--- src/pilt_consts.vh ---
// Constants for the privacy indicator and LED temperature monitor
// Contract
// - Indicator current code sets indicator LED current
// - Reverse indicator only when power stage off
// - Reverse mode pulls converter output to ground
// - White LED dimming uses 30 kHz PWM
// - PWM timer runs from internal oscillator
// - Dimming duty comes from indicator code
// - Dimming only in mode 01 with voltage enable
// - Dimming applies to selected LED channels only
// - Dimming disables video light safety timeout
// - Two stage temperature: warning informs, hot suspends
// - Flags from comparators at 1.05 and 0.345 V
// - Monitoring active in video light and flash
// - Voltage mode monitors only with sense enable
// - Timers limit flash and video light on-time
// - Warning flag follows low sense voltage
// - Hot flag latches while regulating current
// - Hot event clears mode, sets die temperature field
`ifndef PILT_CONSTS_VH
`define PILT_CONSTS_VH
`define PILT_CLK_MHZ        200
`define PILT_PWM_FREQ_KHZ   30
`define PILT_PWM_PERIOD     ((`PILT_CLK_MHZ * 1000) / `PILT_PWM_FREQ_KHZ)
`define PILT_PWM_STEP       (`PILT_PWM_PERIOD / 15)
`define PILT_MODE_OFF       2'b00
`define PILT_MODE_VIDEO     2'b01
`define PILT_MODE_FLASH     2'b10
`define PILT_MODE_VOLT      2'b11
`define PILT_DIE_TRIPPED    2'b11
`define PILT_ADDR_CTRL      4'h0
`define PILT_ADDR_STATUS    4'h1
`define PILT_ADDR_IRQ_ST    4'h2
`define PILT_ADDR_IRQ_MASK  4'h3
`define PILT_ADDR_TIMERS    4'h4
`define PILT_CTRL_MODE_LSB  0
`define PILT_CTRL_VM_BIT    2
`define PILT_CTRL_TS_BIT    3
`define PILT_CTRL_REV_BIT   4
`define PILT_CTRL_LED_LSB   5
`define PILT_CTRL_IND_LSB   8
`define PILT_CTRL_RESET     32'h0000_0000
`define PILT_FLASH_LIMIT_RESET 16'h0100
`define PILT_VIDEO_LIMIT_RESET 16'hffff
`define PILT_TICK_DIV       16'd50000
`endif

--- src/pilt_pwm.v ---
// Fixed-period PWM generator for white LED dimming
`timescale 1ns/1ps
`include "pilt_consts.vh"
module pilt_pwm
(
  input  wire       clk_in,
  input  wire       rst_in,
  input  wire       ce_in,
  input  wire       enable_in,
  input  wire [3:0] duty_code_in,
  output reg        pwm_out
);
  reg  [12:0] count_reg;
  wire [12:0] on_time;
  wire [31:0] on_time_full;

  // Internal clock only, so frequency tracks oscillator
  assign on_time_full = duty_code_in * `PILT_PWM_STEP;
  // Largest code times step stays below the period, so the cut is lossless
  assign on_time = on_time_full[12:0];

  always @(posedge clk_in)
  begin
    if (rst_in)
    begin
      count_reg <= 13'h0000;
      pwm_out   <= 1'b0;
    end
    else if (ce_in)
    begin
      if (!enable_in || count_reg == `PILT_PWM_PERIOD - 1)
        count_reg <= 13'h0000;
      else
        count_reg <= count_reg + 13'h0001;
      pwm_out <= enable_in && (count_reg < on_time);
    end
  end
endmodule // pilt_pwm

--- src/pilt_top.v ---
// Privacy indicator and LED temperature monitor top level
`timescale 1ns/1ps
`include "pilt_consts.vh"
module pilt_top
(
  input  wire        clk_in,
  input  wire        rst_in,
  input  wire        ce_in,
  input  wire [3:0]  addr_in,
  input  wire [31:0] wdata_in,
  input  wire        wr_in,
  input  wire        rd_in,
  output reg  [31:0] rdata_out,
  input  wire        ts_warn_cmp_in,
  input  wire        ts_hot_cmp_in,
  input  wire        die_hot_in,
  output reg  [3:0]  indicator_current_code_out,
  output reg         indicator_reverse_out,
  output reg         converter_output_node_pulldown_out,
  output reg  [2:0]  led_drive_out,
  output reg  [1:0]  mode_out,
  output reg         ts_bias_enable_out,
  output reg         flash_timeout_out,
  output reg         video_timeout_out,
  output wire        irq_out
);
  reg  [1:0]  mode_reg;
  reg         voltage_mode_enable_reg;
  reg         thermistor_sense_enable_reg;
  reg         reverse_req_reg;
  reg  [2:0]  led_channel_select_reg;
  reg  [3:0]  indicator_current_code_reg;
  reg  [1:0]  die_temperature_field_reg;
  reg         led_temp_warning_flag_reg;
  reg         led_overtemp_flag_reg;
  reg  [2:0]  irq_status_reg;
  reg  [2:0]  irq_mask_reg;
  reg  [15:0] flash_limit_reg;
  reg  [15:0] video_limit_reg;
  reg  [15:0] tick_cnt_reg;
  reg  [15:0] on_cnt_reg;
  reg  [2:0]  warn_sync_reg;
  reg  [2:0]  hot_sync_reg;
  reg         warn_state_reg;
  reg         hot_state_reg;
  reg  [31:0] rdata_next;
  wire        power_off;
  wire        dim_active;
  wire        monitor_active;
  wire        regulating;
  wire        pwm;
  wire        tick;
  wire        hot_event;
  wire        warn_rise;
  wire        timeout_event;
  wire        wr_ctrl;
  wire        wr_irq_st;

  assign wr_ctrl   = wr_in && addr_in == `PILT_ADDR_CTRL;
  assign wr_irq_st = wr_in && addr_in == `PILT_ADDR_IRQ_ST;
  assign power_off = mode_reg == `PILT_MODE_OFF && !voltage_mode_enable_reg;
  assign dim_active = mode_reg == `PILT_MODE_VIDEO && voltage_mode_enable_reg;
  assign regulating = mode_reg == `PILT_MODE_VIDEO || mode_reg == `PILT_MODE_FLASH;
  assign monitor_active = regulating
                       || (mode_reg == `PILT_MODE_VOLT && thermistor_sense_enable_reg);
  assign tick = tick_cnt_reg == `PILT_TICK_DIV - 16'd1;

  // Change counts once the second and third stages agree
  always @(posedge clk_in)
  begin
    if (rst_in)
    begin
      warn_sync_reg  <= 3'h0;
      hot_sync_reg   <= 3'h0;
      warn_state_reg <= 1'b0;
      hot_state_reg  <= 1'b0;
    end
    else if (ce_in)
    begin
      warn_sync_reg <= {warn_sync_reg[1:0], ts_warn_cmp_in};
      hot_sync_reg  <= {hot_sync_reg[1:0], ts_hot_cmp_in};
      if (warn_sync_reg[1] == warn_sync_reg[2])
        warn_state_reg <= warn_sync_reg[2];
      if (hot_sync_reg[1] == hot_sync_reg[2])
        hot_state_reg <= hot_sync_reg[2];
    end
  end

  // Comparators high when sense is below 1.05 V / 0.345 V
  assign hot_event = monitor_active && regulating && hot_state_reg;
  assign warn_rise = monitor_active && warn_state_reg && !led_temp_warning_flag_reg;
  assign timeout_event = (flash_timeout_out == 1'b0 && mode_reg == `PILT_MODE_FLASH
                          && on_cnt_reg >= flash_limit_reg)
                       || (mode_reg == `PILT_MODE_VIDEO && !dim_active && on_cnt_reg >= video_limit_reg);

  pilt_pwm u_pwm
  (
    .clk_in       (clk_in),
    .rst_in       (rst_in),
    .ce_in        (ce_in),
    .enable_in    (dim_active),
    .duty_code_in (indicator_current_code_reg),
    .pwm_out      (pwm)
  );

  always @(posedge clk_in)
  begin
    if (rst_in)
    begin
      mode_reg                    <= `PILT_MODE_OFF;
      voltage_mode_enable_reg     <= 1'b0;
      thermistor_sense_enable_reg <= 1'b0;
      reverse_req_reg             <= 1'b0;
      led_channel_select_reg      <= 3'h0;
      indicator_current_code_reg  <= 4'h0;
      die_temperature_field_reg   <= 2'h0;
      led_temp_warning_flag_reg   <= 1'b0;
      led_overtemp_flag_reg       <= 1'b0;
      irq_status_reg              <= 3'h0;
      irq_mask_reg                <= 3'h0;
      flash_limit_reg             <= `PILT_FLASH_LIMIT_RESET;
      video_limit_reg             <= `PILT_VIDEO_LIMIT_RESET;
      tick_cnt_reg                <= 16'h0000;
      on_cnt_reg                  <= 16'h0000;
      flash_timeout_out           <= 1'b0;
      video_timeout_out           <= 1'b0;
      rdata_out                   <= 32'h0000_0000;
    end
    else if (ce_in)
    begin
      rdata_out <= rd_in ? rdata_next : 32'h0000_0000;
      if (wr_ctrl)
      begin
        mode_reg                    <= wdata_in[`PILT_CTRL_MODE_LSB +: 2];
        voltage_mode_enable_reg     <= wdata_in[`PILT_CTRL_VM_BIT];
        thermistor_sense_enable_reg <= wdata_in[`PILT_CTRL_TS_BIT];
        reverse_req_reg             <= wdata_in[`PILT_CTRL_REV_BIT];
        led_channel_select_reg      <= wdata_in[`PILT_CTRL_LED_LSB +: 3];
        indicator_current_code_reg  <= wdata_in[`PILT_CTRL_IND_LSB +: 4];
      end
      if (wr_in && addr_in == `PILT_ADDR_IRQ_MASK)
        irq_mask_reg <= wdata_in[2:0];
      if (wr_in && addr_in == `PILT_ADDR_TIMERS)
      begin
        flash_limit_reg <= wdata_in[15:0];
        video_limit_reg <= wdata_in[31:16];
      end
      // Suspend wins over a concurrent mode write
      if (hot_event)
      begin
        mode_reg                  <= `PILT_MODE_OFF;
        die_temperature_field_reg <= `PILT_DIE_TRIPPED;
        led_overtemp_flag_reg     <= 1'b1;
      end
      else if (die_hot_in)
        die_temperature_field_reg <= `PILT_DIE_TRIPPED;
      else if (rd_in && addr_in == `PILT_ADDR_STATUS)
      begin
        die_temperature_field_reg <= 2'h0;
        led_overtemp_flag_reg     <= 1'b0;
      end
      // Warning only informs, never touches the mode
      led_temp_warning_flag_reg <= monitor_active && warn_state_reg;
      // Set wins over write-one-to-clear
      irq_status_reg <= (irq_status_reg & ~(wr_irq_st ? wdata_in[2:0] : 3'h0))
                      | {timeout_event, hot_event, warn_rise};
      // Coarse tick keeps on-time counters narrow
      tick_cnt_reg <= tick ? 16'h0000 : tick_cnt_reg + 16'h0001;
      if (!regulating || wr_ctrl)
        on_cnt_reg <= 16'h0000;
      else if (tick && on_cnt_reg != 16'hffff)
        on_cnt_reg <= on_cnt_reg + 16'h0001;
      if (wr_ctrl)
      begin
        flash_timeout_out <= 1'b0;
        video_timeout_out <= 1'b0;
      end
      else if (timeout_event)
      begin
        mode_reg          <= `PILT_MODE_OFF;
        flash_timeout_out <= mode_reg == `PILT_MODE_FLASH;
        video_timeout_out <= mode_reg == `PILT_MODE_VIDEO;
      end
    end
  end

  always @*
  begin
    case (addr_in)
      `PILT_ADDR_CTRL:
        rdata_next = {20'h00000, indicator_current_code_reg, led_channel_select_reg, reverse_req_reg,
                      thermistor_sense_enable_reg, voltage_mode_enable_reg, mode_reg};
      `PILT_ADDR_STATUS:
        rdata_next = {26'h0000000, dim_active, monitor_active, die_temperature_field_reg,
                      led_overtemp_flag_reg, led_temp_warning_flag_reg};
      `PILT_ADDR_IRQ_ST:   rdata_next = {29'h00000000, irq_status_reg};
      `PILT_ADDR_IRQ_MASK: rdata_next = {29'h00000000, irq_mask_reg};
      `PILT_ADDR_TIMERS:   rdata_next = {video_limit_reg, flash_limit_reg};
      default:             rdata_next = 32'h0000_0000;
    endcase
  end

  assign irq_out = |(irq_status_reg & irq_mask_reg);

  // Outputs registered so pins never glitch on decode
  always @(posedge clk_in)
  begin
    if (rst_in)
    begin
      indicator_current_code_out         <= 4'h0;
      indicator_reverse_out              <= 1'b0;
      converter_output_node_pulldown_out <= 1'b0;
      led_drive_out                      <= 3'h0;
      mode_out                           <= `PILT_MODE_OFF;
      ts_bias_enable_out                 <= 1'b0;
    end
    else if (ce_in)
    begin
      indicator_current_code_out         <= indicator_current_code_reg;
      indicator_reverse_out              <= reverse_req_reg && power_off;
      converter_output_node_pulldown_out <= reverse_req_reg && power_off;
      led_drive_out                      <= regulating ?
                                            (dim_active ? (led_channel_select_reg & {3{pwm}})
                                                        : led_channel_select_reg) : 3'h0;
      mode_out                           <= mode_reg;
      ts_bias_enable_out                 <= monitor_active;
    end
  end
endmodule // pilt_top

--- config.mk ---
export PLATFORM = sky130hd
export DESIGN_NAME = pilt_top
export DESIGN_NICKNAME = d
export VERILOG_FILES = /design/src/pilt_pwm.v /design/src/pilt_top.v
export VERILOG_INCLUDE_DIRS = /design/src
export SDC_FILE = /design/constraint.sdc
export NUM_CORES = 1
export LEC_CHECK = 0
export BUFFER_PORTS_ARGS = -buffer_cell sky130_fd_sc_hd__buf_4
export CORE_AREA = 2 2 133 135
export CTS_CLUSTER_DIAMETER = 120
export DETAILED_ROUTE_END_ITERATION = 7
export DIE_AREA = 0 0 135 137
export GPL_ROUTABILITY_DRIVEN = 0
export SYNTH_ARGS = -nofsm -noshare
export SYNTH_HDL_FRONTEND = slang
export SYNTH_SLANG_ARGS = --single-unit
--- constraint.sdc ---
create_clock -name clk_in -period 9.5 [get_ports clk_in]
set_input_delay 0.95 -clock clk_in [delete_from_list [all_inputs] [get_ports clk_in]]
set_output_delay 0.95 -clock clk_in [all_outputs]
set_load 0.03 [all_outputs]
==> impl_metrics.yaml <==
grt:
  gr-total-overflow: 0
  grt_pass1_vias: 6028
  grt_max_degree: 69
  grtUsageTotal: 0.214
  antenna_found_initial: 0
  grt_pass1_wl_mm: 31.3
clocking:
  cts_buffers: 17
  ctsHoldBuffers: 0
  clk_latency_ps: 430
  cts_tree: "built"
  cts_setup_buffers: 0
  clock_path_buffers: 2
  h-tree-depth: 4
  clkSlewWorstSetupHoldPaths_ps: 60
  cts_resized: 0
  cts_root_buf: "clkbuf_16"
  cts_sinks: 152
finish:
  top_register: "rdata_out"
  fin_cells: 1215
  antenna_cells: 0
  fin_nets: 1094
  syn2layout_area_growth_pct: 18.2
  drive_above_1_share: 0.138
  largest_register_ffs: 32
pwr:
  clkPwrFrac: 0.502
  switching_power_mw: 0.328
  powerDensity_nw_per_um2: 157
  leakage_nw: 3.92
  ir_worst_vdd_uv: 148
  p_seq_frac: 0.450
  power.share.switching: 0.228
  p_int_mw: 1.11
  combPwrFrac: 0.049
yosys:
  synth.distinct_cells: 60
  synth_edf_count: 0
  syn-num-nets: 1027
  ys_seq_elements: 152
  yosysWarnings: 0
  yosysTopAreaCellShare: 0.392
  synthFlopType: "dfxtp_1"
  ys_seq_area_frac: 0.392
  ys_top_cells_by_area: "dfxtp_1 (39%), ha_1 (11%), nor2_1 (6.4%), a21oi_1 (5.6%), nand2_1 (4.4%)"
  synth_top_area_cell: "dfxtp_1"
  avgSynthCellArea_um2: 8.54
  netlist_area_um2: 7770
  synth-async-reset-ratio: 0
  synthCells: 910
worst_setup_path:
  max_stage_delay_ps: 520
  crit_family: "adder cells"
  worstPathMaxFanout: 8
  setup.worst_path.start_class: "flop"
  cp_cell_sequence: "fa_1 > fa_1 > ha_1 > a21o_1 > a21oi_1 > nand2b_1 > a21boi_0 > o211ai_1 > xor2_1 > ha_1 > a21o_1 > nand2_1 > nand3_1 > nor2_1 > o2111ai_1 > nand2_1"
  crit_slowest_cell: "fa_1"
  cp.arrival_ps: 4090
  critPathKind: "flop to flop"
  path_buf_inv: 0
  cp.required_ps: 9870
  endpoint_kind: "flop"
status:
  status: "finished clean"
sta:
  timing.slew.headroom: 0.341
  setup_tns_ps: 0
  fin_skew_ps: 7.20
  hold_violations: 0
  tightest_slew_ps: 986
  period_minus_slack_ps: 3720
  maxClockFrequency_ghz: 0.269
  setup_violations: 0
  slew_viol_final: 0
  rsz0062_at_grt: "no"
  period_share: 0.392
  setup_ws_ps: 5780
floorplanning:
  core-area_um2: 17100
  num_rows: 48
  top_level_ports: 91
  design.die.area_um2: 18500
  die_y_um: 137
  die_w_um: 135
  initial_core_util: 0.456
detailed_routing:
  firstDrtPassIters: 5
  routed_wl_mm: 19.1
  wl_per_cell_um: 15.7
  vias: 6437
  ant_nets: 0
  routed_via_density: 5.30
  drtIter0Drc: 444
  drcViolationCount: 0
placement:
  dp_hpwl_mm: 13.4
  dp.cells: 1183
  portBuffers: 90
  dp_slack_ps: 5760
hold_path:
  min_path_type: "flop to flop"
run:
  drv_cap: 0
per-stage QoR:
stage | cell area (um2) | utilization | total power [mW] | hold WS (ps)
6_report | 9190 | 0.539 | 1.44 | 471
5_1_grt | 9190 | 0.539 | 1.49 | 496
4_1_cts | 9190 | 0.539 | 1.45 | 473
3_5_place_dp | 8560 | 0.502 | 0.732 | 463
3_3_place_gp | 8560 | 0.502 | 0.731 | 462
2_1_floorplan | 7770 | - | 0.703 | 444
routing by layer:
layer / global-route usage / routed length (um) / part of all wire / up-vias
met2: 0.339 / 8630 / 0.45 / 118
met3: 0.0430 / 788 / 0.041 / 16
met5: 0 / 0 / 0 / -
met1: 0.296 / 9480 / 0.50 / 2981
li1: - / - / - / 3322
met4: 0.0654 / 224 / 0.012 / 0
cell families after synthesis:
family | after synthesis | synth area share
xor+xnor | 39 | 0.0440
fa+ha+maj | 73 | 0.122
compound gates | 209 | 0.175
mux | 17 | 0.0224
buf+inv | 97 | 0.0498
simple gates | 323 | 0.195
flops | 152 | 0.392
cells in the mapped netlist, types with 4 or more instances:
library cell  instances
a222oi_1              4
fa_1                  5
nor4bb_1              4
buf_2                 6
inv_1                52
dfxtp_1             152
xor2_1               28
nand3_1              20
nand4_1               9
o2111ai_1             7
o211ai_1              6
clkbuf_1             28
a211o_1              16
a21o_1                8
mux2i_1              14
a21oi_1              87
and4_1                8
xnor2_1              11
ha_1                 68
nand2b_1              7
and3_1               11
o21ai_0              27
a22oi_1              32
buf_1                 7
nand2_1              92
or3_1                 9
nor2_1              132
and2_1                5
layout by cell type (no fill, tap or decap), drive strengths merged, types with 16 or more instances in the layout:
master	Yosys	final
a211o	16	16
a21oi	88	88
a22oi	32	32
buf	16	92
clkbuf	28	19
dfxtp	152	152
ha	68	68
inv	53	57
nand2	93	93
nand3	20	20
nor2	133	133
o21ai	27	27
xor2	28	28
layout make-up:
class,instances,area (um2)
clock buffers,19,433
clock inverters,13,191
fillers,1655,7870
inverters,53,199
multi-input cells,661,4350
flip-flops and latches,152,3040
well taps,225,282
repair buffers,92,691
path summary, 6_finish.rpt:
check                                      from              to  slack (ps)  cells after the start
hold / removal                 warn_sync_reg[1]  warn_state_reg         470                      2
hold reg to reg                warn_sync_reg[1]  warn_state_reg         470                      2
setup reg to reg  indicator_current_code_reg[2]   u_pwm.pwm_out        5780                     16
setup / recovery  indicator_current_code_reg[2]   u_pwm.pwm_out        5780                     16
worst reg2reg max path, stage by stage (launching register included):
cell and delay [ps]:
dfxtp_1 490, fa_1 520, fa_1 480, ha_1 310, a21o_1 170, a21oi_1 210, nand2b_1 130, a21boi_0 100
o211ai_1 220, xor2_1 170, ha_1 260, a21o_1 180, nand2_1 80, nand3_1 80, nor2_1 110, o2111ai_1 110
nand2_1 70
power by group through the flow:
stage | clock network, mW | logic [mW] | registers [mW]
after floorplan | 0 | 0.0405 | 0.662
after global placement | 0 | 0.0700 | 0.661
after detailed placement | 0 | 0.0700 | 0.662
after CTS | 0.736 | 0.0703 | 0.647
after global routing | 0.760 | 0.0771 | 0.648
final | 0.723 | 0.0701 | 0.647
(Power assumes the default switching activity.)
